### config.mk
export PLATFORM = sky130hd
export DESIGN_NAME = mrs_dev_end_flat
export DESIGN_NICKNAME = d
export VERILOG_FILES = /design/src/include/mrs_pkg.sv /design/src/include/mrs_link_if.sv /design/src/design/mrs_dev_end.sv /design/src/flat_wrapper.sv
export SDC_FILE = /design/constraint.sdc
export NUM_CORES = 2
export LEC_CHECK = 0
export BUFFER_PORTS_ARGS = -buffer_cell sky130_fd_sc_hd__buf_4
export CAP_MARGIN = 20
export CORE_ASPECT_RATIO = 1.2
export CORE_UTILIZATION = 25
export CTS_BUF_LIST = sky130_fd_sc_hd__clkbuf_8 sky130_fd_sc_hd__clkbuf_16
export DETAILED_ROUTE_END_ITERATION = 8
export SYNTH_ARGS = -nofsm -noshare
export SYNTH_HDL_FRONTEND = slang
export SYNTH_SLANG_ARGS = --single-unit
### constraint.sdc
create_clock -name mclk_in -period 92.1 [get_ports mclk_in]
set_input_delay 13.815 -clock mclk_in [delete_from_list [all_inputs] [get_ports mclk_in]]
set_output_delay 13.815 -clock mclk_in [all_outputs]
set_load 0.02 [all_outputs]
### src/include/mrs_pkg.sv
`default_nettype none
package mrs_pkg;
  // ----------------------------------------
  // Line timing
  // ----------------------------------------
  localparam longint unsigned CLK_NS = 64'd8;
  localparam longint unsigned BAUD = 64'd19200;
  localparam longint unsigned CHAR_BITS = 64'd11;
  localparam longint unsigned NS_PER_S = 64'd1000000000;
  localparam longint unsigned GAP_CHARS_X2 = 64'd7; // 3.5 characters, doubled
  localparam longint unsigned CHAR_TIME_NS = (CHAR_BITS * NS_PER_S + BAUD - 64'd1) / BAUD;
  localparam longint unsigned GAP_TIME_NS = (GAP_CHARS_X2 * CHAR_TIME_NS + 64'd1) / 64'd2;
  localparam longint unsigned RSP_TIMEOUT_NS = 64'd100000000;
  localparam int unsigned CHAR_CYC = 32'((CHAR_TIME_NS + CLK_NS - 64'd1) / CLK_NS);
  localparam int unsigned GAP_CYC = 32'((GAP_TIME_NS + CLK_NS - 64'd1) / CLK_NS);
  localparam int unsigned RSP_TIMEOUT_CYC = 32'(RSP_TIMEOUT_NS / CLK_NS);
  localparam int unsigned CNT_W = 24;
  // ----------------------------------------
  // Frame layout
  // ----------------------------------------
  localparam logic [7:0] FUNC_WR_ONE = 8'h06;
  localparam logic [7:0] FUNC_DIAG = 8'h08;
  localparam logic [7:0] FUNC_WR_MULTI = 8'h10;
  localparam logic [15:0] DIAG_ECHO_SUB = 16'h0000;
  localparam logic [15:0] MAX_WORDS = 16'h0010;
  localparam logic [6:0] POS_STATION = 7'h00;
  localparam logic [6:0] POS_FUNC = 7'h01;
  localparam logic [6:0] POS_ADDR_HI = 7'h02;
  localparam logic [6:0] POS_ADDR_LO = 7'h03;
  localparam logic [6:0] POS_CNT_HI = 7'h04;
  localparam logic [6:0] POS_CNT_LO = 7'h05;
  localparam logic [6:0] POS_BCNT = 7'h06;
  localparam logic [6:0] POS_DATA_ONE = 7'h04;
  localparam logic [6:0] POS_DATA_MULTI = 7'h07;
  localparam logic [6:0] LEN_FIXED = 7'h08;
  localparam logic [6:0] LEN_MULTI_HDR = 7'h09;
  localparam logic [6:0] LEN_RSP_MULTI_BODY = 7'h06;
  localparam logic [6:0] CRC_BYTES = 7'h02;
  localparam logic [6:0] MIN_FRAME = 7'h04;
  localparam logic [6:0] FB_DEPTH = 7'h40;
  // ----------------------------------------
  // Check word
  // ----------------------------------------
  localparam logic [15:0] CRC_INIT = 16'hffff;
  localparam logic [15:0] CRC_POLY = 16'ha001;
  localparam logic [15:0] CRC_RESIDUE = 16'h0000;
  localparam int BYTE_BITS = 8;

  function automatic logic [15:0] crc_upd(input logic [15:0] c, input logic [7:0] b);
    logic [15:0] r;
    r = c ^ {8'h00, b};
    for (int i = 0; i < BYTE_BITS; i++) begin
      r = r[0] ? ((r >> 1) ^ CRC_POLY) : (r >> 1);
    end
    return r;
  endfunction

  // Fieldbus scale: ten to the number of decimal places
  function automatic logic [15:0] scale_of(input logic [1:0] dp);
    case (dp)
      2'h0: return 16'h0001;
      2'h1: return 16'h000a;
      2'h2: return 16'h0064;
      default: return 16'h03e8;
    endcase
  endfunction
endpackage
`default_nettype wire

### src/include/mrs_link_if.sv
`timescale 1ns/1ps
`default_nettype none
interface mrs_link_if;
  logic m2s_valid;
  logic [7:0] m2s_byte;
  logic s2m_valid;
  logic [7:0] s2m_byte;
  modport dev(input m2s_valid, input m2s_byte, output s2m_valid, output s2m_byte);
  modport mst(output m2s_valid, output m2s_byte, input s2m_valid, input s2m_byte);
endinterface
`default_nettype wire

### src/design/mrs_dev_end.sv
// Behaviour
// - Frames delimited by 3.5-character idle gaps
// - Diagnosis sub 0000 returns sub and data
// - Diagnosis reply byte-identical including check word
// - Multi-word write carries 1 to 16 words
// - Master sends address, function, start, count, bytes
// - Data words ascending, high byte first
// - Multi-write reply: header, count, fresh check word
// - Values scaled by ten to decimal places
// - Check word last, low byte first
// - Check word starts all ones, covers every byte from station address to last data byte
`timescale 1ns/1ps
`default_nettype none
module mrs_dev_end #(
  parameter int unsigned CHAR_CYC = mrs_pkg::CHAR_CYC,
  parameter int unsigned GAP_CYC = mrs_pkg::GAP_CYC
) (
  input wire logic mclk_in,
  input wire logic rst_in,
  mrs_link_if.dev link_io,
  input wire logic [7:0] station_in,
  input wire logic [1:0] dp_in,
  output logic wr_valid_out,
  output logic [15:0] wr_addr_out,
  output logic [15:0] wr_int_out,
  output logic [15:0] wr_frac_out
);
  // ----------------------------------------
  // State
  // ----------------------------------------
  typedef enum logic [1:0] {
    ST_RX = 2'b00,
    ST_WRITE = 2'b01,
    ST_TX = 2'b11,
    ST_HOLD = 2'b10
  } mrs_dev_st_type;

  typedef struct packed {
    mrs_dev_st_type st;
    logic [63:0][7:0] fb;
    logic [6:0] len;
    logic ovf;
    logic [15:0] crc;
    logic [mrs_pkg::CNT_W-1:0] idle;
    logic [mrs_pkg::CNT_W-1:0] tmr;
    logic [6:0] idx;
    logic [6:0] dptr;
    logic [6:0] tx_len;
    logic [6:0] tx_last;
    logic tx_crc;
    logic [4:0] wcnt;
    logic [15:0] base;
    logic wv;
    logic [15:0] wa;
    logic [15:0] wi;
    logic [15:0] wf;
    logic sv;
    logic [7:0] sb;
  } mrs_dev_state_type;

  localparam logic [mrs_pkg::CNT_W-1:0] GAP_C = mrs_pkg::CNT_W'(GAP_CYC);
  localparam logic [mrs_pkg::CNT_W-1:0] CHAR_M1 = mrs_pkg::CNT_W'(CHAR_CYC - 1);
  localparam logic [mrs_pkg::CNT_W-1:0] GAP_M1 = mrs_pkg::CNT_W'(GAP_CYC - 1);

  mrs_dev_state_type state_ff;
  mrs_dev_state_type nxt_state;

  // ----------------------------------------
  // Next state
  // ----------------------------------------
  always_comb begin
    logic [15:0] cnt;
    logic [15:0] word;
    logic [15:0] scale;
    logic [6:0] dp1;
    logic frame_ok;
    nxt_state = state_ff;
    nxt_state.wv = 1'b0;
    nxt_state.sv = 1'b0;
    cnt = {state_ff.fb[mrs_pkg::POS_CNT_HI[5:0]], state_ff.fb[mrs_pkg::POS_CNT_LO[5:0]]};
    dp1 = state_ff.dptr + 7'h01;
    word = {state_ff.fb[state_ff.dptr[5:0]], state_ff.fb[dp1[5:0]]};
    scale = mrs_pkg::scale_of(dp_in);
    // Bad check word, overflow, runt or foreign station: dropped silently
    frame_ok = !state_ff.ovf && state_ff.crc == mrs_pkg::CRC_RESIDUE
      && state_ff.len >= mrs_pkg::MIN_FRAME
      && state_ff.fb[mrs_pkg::POS_STATION[5:0]] == station_in;
    case (state_ff.st)
      ST_RX: begin
        if (link_io.m2s_valid) begin
          nxt_state.idle = '0;
          if (state_ff.len == mrs_pkg::FB_DEPTH) begin
            nxt_state.ovf = 1'b1;
          end else begin
            nxt_state.fb[state_ff.len[5:0]] = link_io.m2s_byte;
            nxt_state.len = state_ff.len + 7'h01;
          end
          nxt_state.crc = mrs_pkg::crc_upd(state_ff.crc, link_io.m2s_byte);
        end else if (state_ff.idle != GAP_C) begin
          nxt_state.idle = state_ff.idle + 1'b1;
          if (nxt_state.idle == GAP_C && state_ff.len != 7'h00) begin
            nxt_state.len = '0;
            nxt_state.ovf = 1'b0;
            nxt_state.crc = mrs_pkg::CRC_INIT;
            nxt_state.idx = '0;
            nxt_state.tmr = CHAR_M1;
            nxt_state.base = {state_ff.fb[mrs_pkg::POS_ADDR_HI[5:0]], state_ff.fb[mrs_pkg::POS_ADDR_LO[5:0]]};
            if (frame_ok) begin
              case (state_ff.fb[mrs_pkg::POS_FUNC[5:0]])
                mrs_pkg::FUNC_WR_ONE: begin
                  if (state_ff.len == mrs_pkg::LEN_FIXED) begin
                    nxt_state.st = ST_WRITE;
                    nxt_state.wcnt = 5'h01;
                    nxt_state.dptr = mrs_pkg::POS_DATA_ONE;
                    nxt_state.tx_len = state_ff.len;
                    nxt_state.tx_last = state_ff.len - 7'h01;
                    nxt_state.tx_crc = 1'b0;
                  end
                end
                mrs_pkg::FUNC_DIAG: begin
                  // Sub 0000 reuses the captured frame, so the echo is exact
                  if (state_ff.len == mrs_pkg::LEN_FIXED
                      && nxt_state.base == mrs_pkg::DIAG_ECHO_SUB) begin
                    nxt_state.st = ST_TX;
                    nxt_state.tx_len = state_ff.len;
                    nxt_state.tx_last = state_ff.len - 7'h01;
                    nxt_state.tx_crc = 1'b0;
                  end
                end
                mrs_pkg::FUNC_WR_MULTI: begin
                  if (cnt != 16'h0000 && cnt <= mrs_pkg::MAX_WORDS
                      && state_ff.fb[mrs_pkg::POS_BCNT[5:0]] == {2'b00, cnt[4:0], 1'b0}
                      && state_ff.len == mrs_pkg::LEN_MULTI_HDR + {1'b0, cnt[4:0], 1'b0}) begin
                    nxt_state.st = ST_WRITE;
                    nxt_state.wcnt = cnt[4:0];
                    nxt_state.dptr = mrs_pkg::POS_DATA_MULTI;
                    nxt_state.tx_len = mrs_pkg::LEN_RSP_MULTI_BODY;
                    nxt_state.tx_last = mrs_pkg::LEN_RSP_MULTI_BODY + mrs_pkg::CRC_BYTES - 7'h01;
                    nxt_state.tx_crc = 1'b1;
                  end
                end
                default: nxt_state.st = ST_RX;
              endcase
            end
          end
        end
      end
      ST_WRITE: begin
        // One word per cycle, high byte first, ascending addresses
        nxt_state.wv = 1'b1;
        nxt_state.wa = state_ff.base;
        nxt_state.wi = word / scale;
        nxt_state.wf = word % scale;
        nxt_state.base = state_ff.base + 16'h0001;
        nxt_state.dptr = state_ff.dptr + 7'h02;
        nxt_state.wcnt = state_ff.wcnt - 5'h01;
        if (state_ff.wcnt == 5'h01) begin
          nxt_state.st = ST_TX;
        end
      end
      ST_TX: begin
        if (state_ff.tmr != '0) begin
          nxt_state.tmr = state_ff.tmr - 1'b1;
        end else begin
          nxt_state.sv = 1'b1;
          nxt_state.tmr = CHAR_M1;
          nxt_state.idx = state_ff.idx + 7'h01;
          if (state_ff.tx_crc && state_ff.idx == state_ff.tx_len) begin
            nxt_state.sb = state_ff.crc[7:0];
          end else if (state_ff.tx_crc && state_ff.idx == state_ff.tx_len + 7'h01) begin
            nxt_state.sb = state_ff.crc[15:8];
          end else begin
            nxt_state.sb = state_ff.fb[state_ff.idx[5:0]];
            nxt_state.crc = mrs_pkg::crc_upd(state_ff.crc, state_ff.fb[state_ff.idx[5:0]]);
          end
          if (state_ff.idx == state_ff.tx_last) begin
            nxt_state.st = ST_HOLD;
            nxt_state.tmr = GAP_M1;
          end
        end
      end
      ST_HOLD: begin
        // Line must rest a full gap after our reply; input is deaf here
        if (state_ff.tmr != '0) begin
          nxt_state.tmr = state_ff.tmr - 1'b1;
        end else begin
          nxt_state.st = ST_RX;
          nxt_state.idle = '0;
          nxt_state.len = '0;
          nxt_state.crc = mrs_pkg::CRC_INIT;
        end
      end
      default: nxt_state.st = ST_RX;
    endcase
  end

  // ----------------------------------------
  // Register
  // ----------------------------------------
  always_ff @(posedge mclk_in) begin
    if (rst_in) begin
      state_ff <= '0;
      state_ff.st <= ST_RX;
      state_ff.crc <= mrs_pkg::CRC_INIT;
    end else begin
      state_ff <= nxt_state;
    end
  end

  assign link_io.s2m_valid = state_ff.sv;
  assign link_io.s2m_byte = state_ff.sb;
  assign wr_valid_out = state_ff.wv;
  assign wr_addr_out = state_ff.wa;
  assign wr_int_out = state_ff.wi;
  assign wr_frac_out = state_ff.wf;
endmodule // mrs_dev_end
`default_nettype wire

### src/flat_wrapper.sv
// flat-port wrapper written by rule: the top's interface ports become plain ports
module mrs_dev_end_flat 
#(
  parameter int unsigned CHAR_CYC = mrs_pkg::CHAR_CYC,
  parameter int unsigned GAP_CYC = mrs_pkg::GAP_CYC
)
  (mclk_in, rst_in, station_in, dp_in, wr_valid_out, wr_addr_out, wr_int_out, wr_frac_out, link_io_m2s_valid, link_io_m2s_byte, link_io_s2m_valid, link_io_s2m_byte);
  mrs_link_if link_io_i ();
  input wire logic mclk_in;
  input wire logic rst_in;
  input wire logic [7:0] station_in;
  input wire logic [1:0] dp_in;
  output logic wr_valid_out;
  output logic [15:0] wr_addr_out;
  output logic [15:0] wr_int_out;
  output logic [15:0] wr_frac_out;
  input wire logic [$bits(link_io_i.m2s_valid)-1:0] link_io_m2s_valid;
  input wire logic [$bits(link_io_i.m2s_byte)-1:0] link_io_m2s_byte;
  output wire logic [$bits(link_io_i.s2m_valid)-1:0] link_io_s2m_valid;
  output wire logic [$bits(link_io_i.s2m_byte)-1:0] link_io_s2m_byte;
  assign link_io_i.m2s_valid = link_io_m2s_valid;
  assign link_io_i.m2s_byte = link_io_m2s_byte;
  assign link_io_s2m_valid = link_io_i.s2m_valid;
  assign link_io_s2m_byte = link_io_i.s2m_byte;
  mrs_dev_end #(.CHAR_CYC(CHAR_CYC), .GAP_CYC(GAP_CYC)) u_core (.mclk_in(mclk_in), .rst_in(rst_in), .link_io(link_io_i), .station_in(station_in), .dp_in(dp_in), .wr_valid_out(wr_valid_out), .wr_addr_out(wr_addr_out), .wr_int_out(wr_int_out), .wr_frac_out(wr_frac_out));
endmodule
==> metrics.txt <==
sequential area share after synthesis 0.293; skew final 0.0475 ns; RSZ-0062 raised after global routing false; Fill cells 19700; Post-CTS Resized 0; die height approximately 480 um; detailed-route wire length about 160 mm; Tcrit/Tclk final 0.545; syn nets just over 5000; Hold Crit Class flip-flop to flip-flop; DR iter-0 viols just over 4000; share of layout cells above drive strength 1 0.166; Synth Cell Area between 40000 and 50000 sq um; final layout net count slightly below 5000; CTS sink count approximately 690; shortest period the worst path allows 50.23 ns; Post-Syn Instances around 5000; XOR/XNOR share of the synthesized area 0.0325; WP data arrival about 50 ns; simple-gate area share of the yosys netlist 0.155; Multi-input gate area 31400 sq um; Root Driver clkbuf_16; Critical Path End Type flip-flop; Num CTS Buffers 77; DP HPWL about 110 mm; global route total overflow 0; Antenna Violating Nets Remaining 0; Distinct cells, synth 117; Most Crowded Layer GR met2; Avg Cell Area, Syn between 9 and 10 sq um; fraction of synthesized area in multiplexers 0.328; Final GP Congestion between 0.9 and 1; wire length per cell around 22 um; number of synthesized flops with an enable pin 0; Rows approximately 170; post-synthesis register bit count about 700; Residual DRC 0; slowest stage delay, CP 0.68 ns; crit start category input port; crit path max fanout 17; slowest stage cell, crit path nor2_1; post-synthesis compound-gate area fraction 0.114; Starting Density 0.252; Ports slightly below 80; fraction of registers with async set/reset 0; Worst-Skew Late Latency between 0.6 and 0.7 ns; main combinational cell family by area after synthesis multiplexers; M1 GR Usage 0.199; Die Width 400 um; First-pass DRT Iterations 6; grt met2 use 0.261; Total GRT Usage 0.161; DR vias about 40000; delay-heaviest family, CP compound AO/OA/AOI/OAI gates; maximum clock rate around 20 MHz; met3 GRT Util 0.0284; Worst EP required 92.69 ns; die area ~190000 sq um; core area approximately 190000 sq um; Seq. cell area around 14000 sq um; CP Buf/Inv Count 6; CP Class input port to flip-flop; DR vias/cell 5.43; Top FF cell, synth dfxtp_1; yosys warns 0; TNS Setup 0 ns; number of global-route vias before repair between 30000 and 40000; Final Hold Viols 0; Max Cap Violations 0; Clock Tree Buf Depth 3; Final Max Slew Viols 0; largest net degree at the start of global routing 220; Critical Path Most Common Cell o21a_1; first-pass GRT wire length around 240 mm; Worst-Margin Slew between 1 and 1.5 ns; status complete, no violations; initial antenna violation count 2; H-tree depth 3; TritonCTS clock tree yes; CTS clk-pin slew, worst paths roughly 0.06 ns; postcts setup bufs 0; Slew HR 0.162; Post-Synth Adder-Cell Area 0.0323; Setup violations, final 0; hold buffers post-CTS 0; PortBufs between 70 and 80; area grow syn2layout 10.9%
-- layout by cell type (no fill, tap or decap), types with 78 or more instances in the layout --
master / count
a21oi_1: 270
buf_4: 160
clkbuf_16: 78
dfxtp_1: 685
ha_1: 120
inv_1: 87
mux2i_1: 640
mux4_2: 391
nand2_1: 313
nand3_1: 102
nor2_1: 830
nor3_1: 88
o21ai_0: 136
xnor2_1: 99
-- registers in the layout, indices dropped and copies added (netlist names) --
signal and flops:
u_core.state_ff 635, u_core.wr_frac_out 16, u_core.wr_valid_out 1, u_core.wr_addr_out 16, u_core.link_io.s2m_byte 8, u_core.wr_int_out 16, u_core.link_io.s2m_valid 1
-- through the flow --
stage               utilization  setup slack (ns)  hold WS [ns]  instance area [sq um]  cells
detailed placement        0.266             41.72         0.449                  50000   7206
global placement          0.266             42.99         0.446                  50000   7203
global route              0.280             38.24         0.475                  52600   7346
floorplan                     -             46.71         0.432                  47400   4986
CTS                       0.280             42.36         0.457                  52500   7342
finish                    0.280             41.87         0.455                  52600   7348
-- cell type report --
cell class,instances,share of cell area
flip-flops and latches,693,0.264
clock buffers,95,0.0416
multi-input cells,3808,0.598
clock inverters,41,0.00638
well taps,2464,0.0586
inverters,74,0.00528
repair buffers,171,0.0258
diodes,2,0.0000952
-- worst min-delay path, stage by stage, from the launching register on --
cell	delay (ns)
dfxtp_1	0.31
nand2_1	0.05
a21oi_1	0.05
-- synthesized netlist by cell type, drive strengths merged (6+ instances only) --
library cell  count  share of area
nor2            839          0.067
dfxtp           693           0.29
mux2i           641           0.14
mux4            391           0.19
nand2           314          0.025
a21oi           273          0.029
clkbuf          263          0.021
o21ai           150          0.016
buf             148          0.020
ha              121          0.032
nand3           105          0.012
xnor2            99          0.018
nor3             94          0.011
xor2             77          0.014
inv              71         0.0056
a22oi            53         0.0085
a211oi           50         0.0081
nor4             42         0.0059
o21a             40         0.0063
and2             32         0.0042
nand2b           31         0.0041
and3             29         0.0038
nand4            29         0.0040
a21o             27         0.0043
mux2             26         0.0064
nor2b            25         0.0033
o22ai            25         0.0034
o31ai            23         0.0041
o221ai           22         0.0042
or2              22         0.0030
o211ai           20         0.0035
or3              17         0.0022
a31oi            15         0.0021
nor3b            13         0.0021
or4              13         0.0022
a221oi           12         0.0028
a311oi           12         0.0025
a22o              9         0.0017
o21bai            9         0.0015
o31a              8         0.0015
a211o             7         0.0013
nand3b            7         0.0011
o311ai            6         0.0011
-- cell families after synthesis --
logic type               Yosys count
adder cells (fa/ha/maj)          122
buffers and inverters            485
AND/OR/NAND/NOR                 1638
flip-flops                       693
AO/OA/AOI/OAI                    814
multiplexers                    1058
XOR/XNOR                         176
-- path summary, 6_finish.rpt --
check	start	end	slack [ns]	cells after the start
worst max-delay path	dp_in[0]	u_core.wr_frac_out[0]	41.87	154
worst max register to register	u_core.state_ff[97]	u_core.wr_frac_out[0]	53.08	157
worst min register to register	u_core.wr_addr_out[4]	u_core.wr_addr_out[4]	0.45	2
worst min-delay path	u_core.wr_addr_out[4]	u_core.wr_addr_out[4]	0.45	2
-- layer usage --
layer | vias to the layer above | part of all wire
li1 | 18000 | -
met3 | 424 | 0.080
met2 | 1818 | 0.47
met5 | - | 0.000088
met4 | 2 | 0.058
met1 | 19600 | 0.40
Power is not shown: default switching activity piles up to over one toggle a cycle in this logic, so the estimate is an artifact.
